File: src/pkg/sscp_pkg.sv
// package with register map, fields, states and carriers of the suspend and sink port
`default_nettype none
package sscp_pkg;
  localparam int DATA_W = 8;
  localparam int PIN_N = 8;
  localparam int LEVEL_W = 4;
  localparam int PIN_IDX_W = 3;
  // io addresses
  localparam logic [7:0] ADDR_SINK_PORT_DATA = 8'h30;
  localparam logic [7:0] ADDR_SINK_PORT_IRQ_ENABLE = 8'h31;
  localparam logic [7:0] ADDR_SINK_PORT_IRQ_POLARITY = 8'h32;
  localparam logic [7:0] ADDR_SINK_LEVEL_BASE = 8'h38;
  localparam logic [4:0] ADDR_SINK_LEVEL_PAGE = 5'h07;
  localparam logic [7:0] ADDR_PROCESSOR_STATUS_CONTROL = 8'hFF;
  // processor status and control fields
  localparam int PSC_RUN_BIT = 0;
  localparam int PSC_GIE_BIT = 2;
  localparam int PSC_SUSPEND_BIT = 3;
  localparam int PSC_IRQ_SENSE_BIT = 7;
  // reset values
  localparam logic [7:0] SINK_PORT_DATA_RESET = 8'hFF;
  localparam logic [7:0] SINK_PORT_IRQ_ENABLE_RESET = 8'h00;
  localparam logic [7:0] SINK_PORT_IRQ_POLARITY_RESET = 8'h00;
  localparam logic [3:0] SINK_LEVEL_RESET = 4'h0;
  localparam logic RUN_RESET = 1'b1;
  localparam logic SUSPEND_RESET = 1'b0;
  localparam logic [7:0] READ_ZERO = 8'h00;
  // timing
  localparam int CLK_PERIOD_NS = 10;
  localparam int SETTLE_TIME_MS = 1;
  localparam int NS_PER_MS = 1000000;
  localparam int SETTLE_CYCLES = (SETTLE_TIME_MS * NS_PER_MS + CLK_PERIOD_NS - 1) / CLK_PERIOD_NS;
  localparam int SETTLE_W = 32;
  // suspend sequencer states, gray along run, suspended, osc wait, settle
  typedef enum logic [1:0] {
    SSCP_RUN = 2'h0,
    SSCP_SUSPENDED = 2'h1,
    SSCP_OSC_WAIT = 2'h3,
    SSCP_SETTLE = 2'h2
  } sscp_state_type;
  // io write/read request from the core
  typedef struct packed {
    logic [7:0] addr;
    logic [7:0] wdata;
    logic wr;
    logic rd;
  } sscp_io_req_type;
  // pad controls of one sink port pin
  typedef struct packed {
    logic pullup_en;
    logic sink_en;
    logic [LEVEL_W-1:0] level;
  } sscp_pad_type;
  // clock and power gating of the rest of the chip
  typedef struct packed {
    logic osc_enable;
    logic pll_enable;
    logic timer_enable;
    logic watchdog_timer_enable;
    logic logic_enable;
    logic core_hold;
  } sscp_power_type;
endpackage : sscp_pkg
`default_nettype wire

File: src/rtl/sscp_level_bank.sv
// bank of eight write-only sink-level registers with registered outputs
`timescale 1ns/1ns
`default_nettype none
module sscp_level_bank
(
  input wire logic ref_clk,
  input wire logic rst,
  input wire logic wr_en,
  input wire logic [sscp_pkg::PIN_IDX_W-1:0] wr_idx,
  input wire logic [sscp_pkg::LEVEL_W-1:0] wr_level,
  output logic [sscp_pkg::PIN_N-1:0][sscp_pkg::LEVEL_W-1:0] levels
);
  ////////////////////////////////////////////////////////////////////////////
  genvar g;
  generate
    for (g = 0; g < sscp_pkg::PIN_N; g++)
    begin : g_entry
      // one entry per pin
      always_ff @(posedge ref_clk or posedge rst)
      begin
        if (rst)
        begin
          levels[g] <= sscp_pkg::SINK_LEVEL_RESET;
        end
        else if (wr_en && (wr_idx == sscp_pkg::PIN_IDX_W'(g)))
        begin
          levels[g] <= wr_level;
        end
      end
    end
  endgenerate
endmodule : sscp_level_bank
`default_nettype wire

File: src/rtl/sscp_top.sv
// suspend control and programmable sink-current port
//
// How it works
// - Setting the suspend bit turns off all logic but GPIO interrupt and USB receiver.
// - While suspended, oscillator, PLL, free-running timer and watchdog timer are stopped.
// - Only an enabled GPIO interrupt or USB bus activity wakes the device.
// - On wake, restart oscillator, hold core until 1 ms after oscillator is stable.
// - Core runs the instruction after the suspending write before any interrupt.
// - Data bit one: sink off, pin pulled high by pull-up.
// - Data bit zero: sink on, pull-up off, pin driven low.
// - Each pin's sink strength is one of 16 levels from its own register.
// - In suspend the whole sink circuitry is off; low pins float.
// - Sink port data at 0x30, eight read/write bits, reset to all ones.
// - Write-only interrupt enable register at 0x31, one bit per pin.
// - Write-only interrupt polarity register at 0x32, one bit per pin.
// - Eight write-only sink-level registers at 0x38 to 0x3F.
// - Processor status and control register, read/write at 0xFF.
`timescale 1ns/1ns
`default_nettype none
module sscp_top
#(
  parameter int SETTLE_CYCLES = sscp_pkg::SETTLE_CYCLES
)
(
  input wire logic ref_clk,
  input wire logic rst,
  input wire sscp_pkg::sscp_io_req_type io_req,
  output logic [sscp_pkg::DATA_W-1:0] io_rdata,
  input wire logic core_instr_done,
  input wire logic core_gie,
  input wire logic core_irq_sense,
  input wire logic gpio_irq_wake,
  input wire logic usb_activity,
  input wire logic osc_stable,
  input wire logic [sscp_pkg::PIN_N-1:0] pin_in,
  output sscp_pkg::sscp_pad_type [sscp_pkg::PIN_N-1:0] pad,
  output sscp_pkg::sscp_power_type power,
  output logic sink_irq,
  output logic irq_block
);
  ////////////////////////////////////////////////////////////////////////////
  // address decode helpers
  function automatic logic hit(input logic [7:0] addr, input logic [7:0] target);
    hit = (addr == target);
  endfunction : hit

  function automatic logic level_hit(input logic [7:0] addr);
    level_hit = (addr[7:3] == sscp_pkg::ADDR_SINK_LEVEL_PAGE);
  endfunction : level_hit

  ////////////////////////////////////////////////////////////////////////////
  // declarations
  logic [sscp_pkg::PIN_N-1:0] sink_port_data;
  logic [sscp_pkg::PIN_N-1:0] sink_port_irq_enable;
  logic [sscp_pkg::PIN_N-1:0] sink_port_irq_polarity;
  logic [sscp_pkg::PIN_N-1:0][sscp_pkg::LEVEL_W-1:0] levels;
  logic run_bit;
  logic suspend_bit;
  sscp_pkg::sscp_state_type state;
  sscp_pkg::sscp_state_type next_state;
  logic [sscp_pkg::SETTLE_W-1:0] settle_count;
  logic [sscp_pkg::PIN_N-1:0] pin_meta;
  logic [sscp_pkg::PIN_N-1:0] pin_sync;
  logic [2:0] async_meta;
  logic [2:0] async_sync;
  logic gpio_wake_s;
  logic usb_activity_s;
  logic osc_stable_s;
  logic wr_psc;
  logic wake_event;
  logic suspended;
  logic next_sink_irq;
  logic [sscp_pkg::DATA_W-1:0] next_rdata;

  assign gpio_wake_s = async_sync[0];
  assign usb_activity_s = async_sync[1];
  assign osc_stable_s = async_sync[2];
  assign wr_psc = io_req.wr && hit(io_req.addr, sscp_pkg::ADDR_PROCESSOR_STATUS_CONTROL);
  assign suspended = (state != sscp_pkg::SSCP_RUN);

  ////////////////////////////////////////////////////////////////////////////
  // two-stage synchronisers for pins and async status inputs
  always_ff @(posedge ref_clk or posedge rst)
  begin
    if (rst)
    begin
      pin_meta <= '0;
      pin_sync <= '0;
      async_meta <= '0;
      async_sync <= '0;
    end
    else
    begin
      pin_meta <= pin_in;
      pin_sync <= pin_meta;
      async_meta <= {osc_stable, usb_activity, gpio_irq_wake};
      async_sync <= async_meta;
    end
  end

  ////////////////////////////////////////////////////////////////////////////
  // sink port data register
  always_ff @(posedge ref_clk or posedge rst)
  begin
    if (rst)
    begin
      sink_port_data <= sscp_pkg::SINK_PORT_DATA_RESET;
    end
    else if (io_req.wr && hit(io_req.addr, sscp_pkg::ADDR_SINK_PORT_DATA))
    begin
      sink_port_data <= io_req.wdata;
    end
  end

  ////////////////////////////////////////////////////////////////////////////
  // interrupt enable and polarity registers, write only
  always_ff @(posedge ref_clk or posedge rst)
  begin
    if (rst)
    begin
      sink_port_irq_enable <= sscp_pkg::SINK_PORT_IRQ_ENABLE_RESET;
    end
    else if (io_req.wr && hit(io_req.addr, sscp_pkg::ADDR_SINK_PORT_IRQ_ENABLE))
    begin
      sink_port_irq_enable <= io_req.wdata;
    end
  end

  always_ff @(posedge ref_clk or posedge rst)
  begin
    if (rst)
    begin
      sink_port_irq_polarity <= sscp_pkg::SINK_PORT_IRQ_POLARITY_RESET;
    end
    else if (io_req.wr && hit(io_req.addr, sscp_pkg::ADDR_SINK_PORT_IRQ_POLARITY))
    begin
      sink_port_irq_polarity <= io_req.wdata;
    end
  end

  ////////////////////////////////////////////////////////////////////////////
  // sink-level registers
  sscp_level_bank u_level_bank
  (
    .ref_clk(ref_clk),
    .rst(rst),
    .wr_en(io_req.wr && level_hit(io_req.addr)),
    .wr_idx(io_req.addr[sscp_pkg::PIN_IDX_W-1:0]),
    .wr_level(io_req.wdata[sscp_pkg::LEVEL_W-1:0]),
    .levels(levels)
  );

  ////////////////////////////////////////////////////////////////////////////
  // per-pin interrupt, level sensitive with programmable polarity
  always_comb
  begin
    next_sink_irq = |(sink_port_irq_enable & ~(pin_sync ^ sink_port_irq_polarity));
  end

  always_ff @(posedge ref_clk or posedge rst)
  begin
    if (rst)
    begin
      sink_irq <= 1'b0;
    end
    else
    begin
      sink_irq <= next_sink_irq;
    end
  end

  ////////////////////////////////////////////////////////////////////////////
  // wake sources stay alive in suspend
  assign wake_event = gpio_wake_s || next_sink_irq || usb_activity_s;

  ////////////////////////////////////////////////////////////////////////////
  // processor status and control, run and suspend bits
  always_ff @(posedge ref_clk or posedge rst)
  begin
    if (rst)
    begin
      run_bit <= sscp_pkg::RUN_RESET;
    end
    else if (wr_psc)
    begin
      run_bit <= io_req.wdata[sscp_pkg::PSC_RUN_BIT];
    end
  end

  always_ff @(posedge ref_clk or posedge rst)
  begin
    if (rst)
    begin
      suspend_bit <= sscp_pkg::SUSPEND_RESET;
    end
    else if (wr_psc && io_req.wdata[sscp_pkg::PSC_SUSPEND_BIT])
    begin
      suspend_bit <= 1'b1;
    end
    else if (state == sscp_pkg::SSCP_SUSPENDED && next_state != sscp_pkg::SSCP_SUSPENDED)
    begin
      suspend_bit <= 1'b0;
    end
    else if (wr_psc)
    begin
      suspend_bit <= io_req.wdata[sscp_pkg::PSC_SUSPEND_BIT];
    end
  end

  ////////////////////////////////////////////////////////////////////////////
  // suspend sequencer
  always_comb
  begin
    next_state = state;
    case (state)
      sscp_pkg::SSCP_RUN:
      begin
        if (wr_psc && io_req.wdata[sscp_pkg::PSC_SUSPEND_BIT])
        begin
          next_state = sscp_pkg::SSCP_SUSPENDED;
        end
      end
      sscp_pkg::SSCP_SUSPENDED:
      begin
        if (wake_event && run_bit)
        begin
          next_state = sscp_pkg::SSCP_OSC_WAIT;
        end
      end
      sscp_pkg::SSCP_OSC_WAIT:
      begin
        if (osc_stable_s)
        begin
          next_state = sscp_pkg::SSCP_SETTLE;
        end
      end
      sscp_pkg::SSCP_SETTLE:
      begin
        if (settle_count == sscp_pkg::SETTLE_W'(SETTLE_CYCLES - 1))
        begin
          next_state = sscp_pkg::SSCP_RUN;
        end
      end
      default:
      begin
        next_state = sscp_pkg::SSCP_RUN;
      end
    endcase
  end

  always_ff @(posedge ref_clk or posedge rst)
  begin
    if (rst)
    begin
      state <= sscp_pkg::SSCP_RUN;
    end
    else
    begin
      state <= next_state;
    end
  end

  ////////////////////////////////////////////////////////////////////////////
  // settle counter, 1 ms after the oscillator is stable
  always_ff @(posedge ref_clk or posedge rst)
  begin
    if (rst)
    begin
      settle_count <= '0;
    end
    else if (state == sscp_pkg::SSCP_SETTLE)
    begin
      settle_count <= settle_count + sscp_pkg::SETTLE_W'(1);
    end
    else
    begin
      settle_count <= '0;
    end
  end

  ////////////////////////////////////////////////////////////////////////////
  // clock and power gating
  always_ff @(posedge ref_clk or posedge rst)
  begin
    if (rst)
    begin
      power <= '{1'b1, 1'b1, 1'b1, 1'b1, 1'b1, 1'b0};
    end
    else
    begin
      power.osc_enable <= (next_state != sscp_pkg::SSCP_SUSPENDED);
      power.pll_enable <= (next_state != sscp_pkg::SSCP_SUSPENDED);
      power.timer_enable <= (next_state == sscp_pkg::SSCP_RUN);
      power.watchdog_timer_enable <= (next_state == sscp_pkg::SSCP_RUN);
      power.logic_enable <= (next_state == sscp_pkg::SSCP_RUN);
      power.core_hold <= (next_state != sscp_pkg::SSCP_RUN);
    end
  end

  ////////////////////////////////////////////////////////////////////////////
  // interrupt service held off until the instruction after the suspend write ends
  always_ff @(posedge ref_clk or posedge rst)
  begin
    if (rst)
    begin
      irq_block <= 1'b0;
    end
    else if (next_state != sscp_pkg::SSCP_RUN)
    begin
      irq_block <= 1'b1;
    end
    else if (!power.core_hold && core_instr_done)
    begin
      irq_block <= 1'b0;
    end
  end

  ////////////////////////////////////////////////////////////////////////////
  // pad drive, sink disabled while suspended, settings retained
  genvar g;
  generate
    for (g = 0; g < sscp_pkg::PIN_N; g++)
    begin : g_pad
      always_ff @(posedge ref_clk or posedge rst)
      begin
        if (rst)
        begin
          pad[g] <= '{1'b1, 1'b0, sscp_pkg::SINK_LEVEL_RESET};
        end
        else
        begin
          pad[g].pullup_en <= sink_port_data[g];
          pad[g].sink_en <= !sink_port_data[g] && !suspend_bit && !suspended;
          pad[g].level <= levels[g];
        end
      end
    end
  endgenerate

  ////////////////////////////////////////////////////////////////////////////
  // read data, write-only and unmapped addresses read zero
  always_comb
  begin
    next_rdata = sscp_pkg::READ_ZERO;
    if (hit(io_req.addr, sscp_pkg::ADDR_SINK_PORT_DATA))
    begin
      next_rdata = sink_port_data;
    end
    else if (hit(io_req.addr, sscp_pkg::ADDR_PROCESSOR_STATUS_CONTROL))
    begin
      next_rdata[sscp_pkg::PSC_RUN_BIT] = run_bit;
      next_rdata[sscp_pkg::PSC_GIE_BIT] = core_gie;
      next_rdata[sscp_pkg::PSC_SUSPEND_BIT] = suspend_bit;
      next_rdata[sscp_pkg::PSC_IRQ_SENSE_BIT] = core_irq_sense;
    end
  end

  always_ff @(posedge ref_clk or posedge rst)
  begin
    if (rst)
    begin
      io_rdata <= sscp_pkg::READ_ZERO;
    end
    else if (io_req.rd)
    begin
      io_rdata <= next_rdata;
    end
  end
endmodule : sscp_top
`default_nettype wire

File: config.mk
export PLATFORM = sky130hd
export DESIGN_NAME = sscp_top
export DESIGN_NICKNAME = d
export VERILOG_FILES = /design/src/pkg/sscp_pkg.sv /design/src/rtl/sscp_level_bank.sv /design/src/rtl/sscp_top.sv
export SDC_FILE = /design/constraint.sdc
export NUM_CORES = 1
export LEC_CHECK = 0
export BUFFER_PORTS_ARGS = -buffer_cell sky130_fd_sc_hd__buf_2
export CAP_MARGIN = 30
export CORE_ASPECT_RATIO = 1.25
export CORE_UTILIZATION = 45
export DETAILED_ROUTE_END_ITERATION = 6
export PLACE_DENSITY_LB_ADDON = 0.3
export SYNTH_ARGS = -nofsm -noshare
export SYNTH_HDL_FRONTEND = slang
export SYNTH_SLANG_ARGS = --single-unit
File: constraint.sdc
create_clock -name ref_clk -period 9 [get_ports ref_clk]
set_input_delay 0.9 -clock ref_clk [delete_from_list [all_inputs] [get_ports ref_clk]]
set_output_delay 0.9 -clock ref_clk [all_outputs]
set_load 0.01 [all_outputs]
[Word level (Yosys, flattened, before mapping)]
Index checks and enable logic that the tools add are counted.
Word-level totals
  register bits after elaboration: 175
  bits of input ports: 34
  output and inout bits: 64
  logic and storage cells: 143
Operators by class
  add/sub/neg operators: 1
  equal/unequal tests: 17
  multiplexer cells: 19
  bitwise gates (word level): 3
  reductions and logical operators: 54
Operators by type and width (number)
  logical AND 1 bit: 33
  adder 32 x 1 -> 32 bit (second input constant): 1
  equality test 32 x 17 -> 1 bit (second input constant): 1
  2-to-1 mux 32 bit: 1
  equality test 8 x 6 -> 1 bit (second input constant): 3
  equality test 3 bit (second input constant): 4
  2-to-1 mux 2 bit: 6
  zero test 1 bit: 11
  2-to-1 mux 1 bit: 10
  bitwise AND 8 bit: 1
  equality test 8 bit (second input constant): 1
  inverter 8 bit: 1
  one-hot mux 2 bit (4 select lines): 1
  OR reduction 8 bit: 1
  XOR 8 bit: 1
  equality test 3 x 2 -> 1 bit (second input constant): 2
  nonzero test 2 bit: 3
  equality test 5 x 3 -> 1 bit (second input constant): 1
  equality test 2 bit (second input constant): 2
  zero test 2 bit: 2
  equality test 3 x 1 -> 1 bit (second input constant): 1
  zero test 3 bit: 1
  2-to-1 mux 3 bit: 1
  nonzero test 3 bit: 1
  3 further kinds: 4

[Longest topological paths before layout]
  depth in word-level cells: 13
  depth in mapped cells: 7
  depth with buffers taken out: 6

[Hierarchy]
A second synthesis with hierarchy kept.
Unflattened totals
  cell total of the unflattened synthesis: 485
  area, all modules: 6662.6 um^2
Modules (own cells, without submodules)
  sscp_top: instances 1, cells each 412, area an instance 5347.6 um^2, sequential area each 3602.2 um^2
  sscp_level_bank: instances 1, cells each 73, area an instance 1315.0 um^2, sequential area each 800.8 um^2

[Worst setup path after synthesis]
Ideal clock, no wire load.
  path type: input to register
  from: in io_req[17] (netlist bit)
  to: reg u_level_bank.levels[11] (netlist bit)
  library setup time: 0.128 ns
  arrival: 1.840 ns
  required time: 8.872 ns
  setup slack: 7.032 ns
  stages: 4
  buffers on the path: 0
  cells stage by stage: nor2_1 -> nand4b_1 -> nor2b_1 -> mux2_1
Between the ends
  cells in the longest elaborated chain, start to end: 3
RTL lines
  start: declaration: line sscp_top.sv:27  | input wire sscp_pkg::sscp_io_req_type io_req,
  equality test 5 x 3 -> 1 bit: line sscp_top.sv:48  | level_hit = (addr[7:3] == sscp_pkg::ADDR_SINK_LEVEL_PAGE);
  logical AND 1 bit: line sscp_top.sv:147  | .wr_en(io_req.wr && level_hit(io_req.addr)),
  logical AND 1 bit: line sscp_level_bank.sv:25  | else if (wr_en && (wr_idx == sscp_pkg::PIN_IDX_W'(g)))
  end signal: indexed assignment: line sscp_level_bank.sv:23  | levels[g] <= sscp_pkg::SINK_LEVEL_RESET;
  end signal: indexed assignment: line sscp_level_bank.sv:27  | levels[g] <= wr_level;
  end: declaration: line sscp_level_bank.sv:11  | output logic [sscp_pkg::PIN_N-1:0][sscp_pkg::LEVEL_W-1:0] levels
Every way passes these cells.
A chain may end at the register's enable or synchronous reset.

[Final worst setup path]
  from: in io_req[17] (netlist bit)
  to: reg io_rdata[7] (netlist bit)
Between the ends
  cells in the longest elaborated chain, start to end: 3
  elaborated cells on any way between the ends: 4
  those cells by class: eq/ne (2); mux (2)
RTL lines
  equality test 8 bit: line sscp_top.sv:44  | hit = (addr == target);
  2-to-1 mux 1 bit: line sscp_top.sv:349  | else if (hit(io_req.addr, sscp_pkg::ADDR_PROCESSOR_STATUS_CONTROL))
  2-to-1 mux 1 bit (*): line sscp_top.sv:345  | if (hit(io_req.addr, sscp_pkg::ADDR_SINK_PORT_DATA))
  end signal: assignment: line sscp_top.sv:362  | io_rdata <= sscp_pkg::READ_ZERO;
  end signal: assignment: line sscp_top.sv:366  | io_rdata <= next_rdata;
  end: declaration: line sscp_top.sv:28  | output logic [sscp_pkg::DATA_W-1:0] io_rdata,
Mark *: on every way between the ends. The rest lies on a longest branch, timed or not.

==> metrics.csv <==
stage,metric,value,unit
grt,largest net degree at the start of global routing,93,
hold_path,worst min path class,reg2reg,
floorplanning,initial core utilization,0.466,
hold_path,Hold Path Sink,pin_sync[6]$_DFF_PP0_,
flow_run,MaxCap Viol Count,0,
floorplanning,chip width,109,um
place,Post-DP HPWL,8840,um
place,Inst Count DP,732,
route,Vias/cell,5.23,
grt,first-pass GRT wire length,20800,um
yosys,Yosys cell types,40,
yosys,Yosys warnings,0,
setup_path,Crit Path Max Fanout,8,
timing,Final WS setup,6.90,ns
timing,Least-Margin Pin Slew,0.959,ns
yosys,Simple-Gate Fraction of Synth Area,0.128,
timing,final slew viol count,0,
timing,final setup TNS,0,ns
timing,minimum clock period,2.10,ns
floorplanning,die height,136,um
route,drt drc,0,
yosys,mean post-synth cell area,13.7,um^2
power_and_ir_drop,P per Cell Area,210,nW/um^2
yosys,largest family of logic cells by synthesized area,simple AND/OR/NAND/NOR gates,
timing,Fmax achieved,476,MHz
cells_and_area,most frequent cells in the layout,"156 x dfrtp_1, 97 x buf_2, 44 x nor2_1, 44 x mux2_2",
cells_and_area,"Net count, final",611,
clocking,H-tree depth,4,
cells_and_area,"commonest non-fill, non-tap cell in the layout",dfrtp_1,
yosys,Post-Synth Adder-Cell Area,0.00193,
yosys,post-synthesis cell type with the largest combined area,dfrtp_1,
cells_and_area,Final Core Density,0.555,
grt,initial antenna violation count,0,
timing,Clock Skew,0.00631,ns
yosys,Synth Area in Compound Gates,0.0326,
yosys,Cells after Synth,473,
route,vias post-DR,3993,
yosys,Area contributors post-synth,"dfrtp_1 60%, dfstp_2 7.7%, mux2_2 7.6%",
place,routability cong.,0.812,
setup_path,r2r worst-path depth,6,
grt,Total GRT Usage,0.189,
timing,final hold violation count,0,
clocking,TritonCTS Buffers,17,
clocking,clk_lat worst skew,0.42,ns
clocking,CTS Hold Bufs,0,
setup_path,WP data arrival,2.44,ns
yosys,post-synth top area share,0.602,
floorplanning,Cell Rows,48,
timing,Max-slew headroom,0.355,
cells_and_area,fraction of layout cells with a size suffix above 1,0.350,
yosys,Mapped Nets,508,
timing,# setup viols final,0,
clocking,"CTS clk-pin slew, worst paths",0.06,ns
clocking,# resized after CTS,0,
cells_and_area,Finished Layout Cells,764,
setup_path,R2R Setup Slk,7.10,ns
route,"antenna viol nets, final",0,
route,DR pass1 iterations,4,
yosys,xor and xnor area share after synthesis,0.0418,
cells_and_area,layout overhead on the synthesized area,19.1,%
hold_path,min-delay src,pin_meta[6]$_DFF_PP0_,
route,routed wire length,12800,um
power_and_ir_drop,P_leak,3.75,nW
route,number of DRC markers in iteration 0,192,
grt,vias in the first global route,4074,
grt,grt ovf,0,
place,buffers added on ports,97,
floorplanning,Ports,98,
hold_path,hold path cells,0,
clocking,clk root buf,clkbuf_16,
timing,RSZ-0062 raised after global routing,false,
clocking,CTS tree,yes,
yosys,post-synthesis sequential area ratio,0.678,
floorplanning,core area,13900,um^2
place,Post-Place Worst Slack,6.48,ns
outcome,status,"complete, no violations",
setup_path,Setup crit end kind,flip-flop,
floorplanning,die area,14900,um^2
timing,period utilization,0.234,
clocking,clk buf depth,2,
route,routed length per instance,16.8,um
cells_and_area,Fillers,1181,
yosys,Syn Std Cell Area,6490,um^2
setup_path,Worst Path Required,9.34,ns
cells_and_area,Antenna Cells,0,
clocking,clk sinks,175,
yosys,Yosys reg bits,175,
clocking,Setup Buffers After CTS,0,
setup_path,r2r endpoint,irq_block$_DFFE_PP0P_,
power_and_ir_drop,peak supply drop,0.000169,V
setup_path,reg2reg start,settle_count[0]$_DFF_PP0_,
setup_path,CP startpoint kind,input port,
setup_path,WS Path Type,in2reg,
yosys,mux contribution to synthesized area,0.0989,
through the flow:
stage	hold WS, ns	power [mW]	area [um^2]
floorplan	0.331	0.895	6490
global placement	0.332	0.932	7120
detailed placement	0.335	0.938	7160
CTS	0.349	1.64	7730
global route	0.357	1.68	7730
finish	0.348	1.62	7730
per-layer routing:
layer,part of all wire,up-vias,global-route usage
met1,0.43,2040,0.241
met2,0.51,94,0.308
met5,0,-,0
met3,0.045,16,0.0518
met4,0.015,0,0.0652
li1,-,1843,-
cell type report:
class	instances	area [um^2]	area share
clock buffers	24	492	0.0636
well taps	175	219	0.0283
flip-flops and latches	175	4400	0.570
inverters	9	38.8	0.00502
repair buffers	100	528	0.0683
clock inverters	8	80.1	0.0104
multi-input cells	273	1970	0.255
cells in the mapped netlist, drive strengths merged:
| library cell | count |
|---|---|
| ha | 1 |
| nand3 | 19 |
| mux2 | 57 |
| and3 | 6 |
| a311o | 1 |
| nand4b | 2 |
| and4 | 4 |
| a2bb2oi | 1 |
| o21ai | 14 |
| xor2 | 12 |
| nor4b | 1 |
| a22oi | 8 |
| xnor2 | 19 |
| nor2 | 47 |
| nand2b | 2 |
| or3 | 8 |
| buf | 7 |
| nor3 | 6 |
| nor4 | 11 |
| nand2 | 19 |
| clkbuf | 9 |
| inv | 9 |
| nand3b | 1 |
| dfstp | 19 |
| dfrtp | 156 |
| a21oi | 11 |
| nor2b | 5 |
| nand4 | 16 |
| o211ai | 1 |
| or2 | 1 |
state kept, by name, summed over array words and instances, names as in the netlist, 2 cells and up:
| register | flops |
|---|---|
| async_meta | 3 |
| async_sync | 3 |
| io_rdata | 8 |
| pad | 48 |
| pin_meta | 8 |
| pin_sync | 8 |
| power | 3 |
| settle_count | 32 |
| sink_port_data | 8 |
| sink_port_irq_enable | 8 |
| sink_port_irq_polarity | 8 |
| state | 2 |
| u_level_bank.levels | 32 |
logic make-up after synthesis:
group	count (synthesis)
AOI/OAI and AO/OA	36
xor gates and xnor gates	31
adders and majority gates	1
buffers and inverters	25
DFF	175
muxes	57
and+or+nand+nor	148
critical path: stages:
cell	delay, ns
buf_2	0.10
nor2_1	0.17
nand2_1	0.13
nor4_2	0.73
a22oi_1	0.21
a21oi_1	0.19
worst max-delay path by stage:
stage / start / to / slack, ns / cells after the start
floorplan: rst / async_meta[0]$_DFF_PP0_ / 3.39 / 1
global placement: rst / u_level_bank.levels[3]$_DFFE_PP0P_ / 6.33 / 3
detailed placement: io_req[17] / io_rdata[3]$_DFFE_PP0P_ / 6.48 / 6
CTS: io_req[17] / io_rdata[7]$_DFFE_PP0P_ / 6.92 / 6
global route: rst / run_bit$_DFFE_PP1P_ / 6.75 / 4
finish: io_req[17] / io_rdata[7]$_DFFE_PP0P_ / 6.90 / 6
power by group:
part / switching, mW / total (mW) / internal [mW]
Clock: 0.288 / 0.699 / 0.411
Combinational: 0.0508 / 0.0831 / 0.0324
Sequential: 0.0154 / 0.838 / 0.822
No activity file was read; power rests on OpenSTA's default activity.
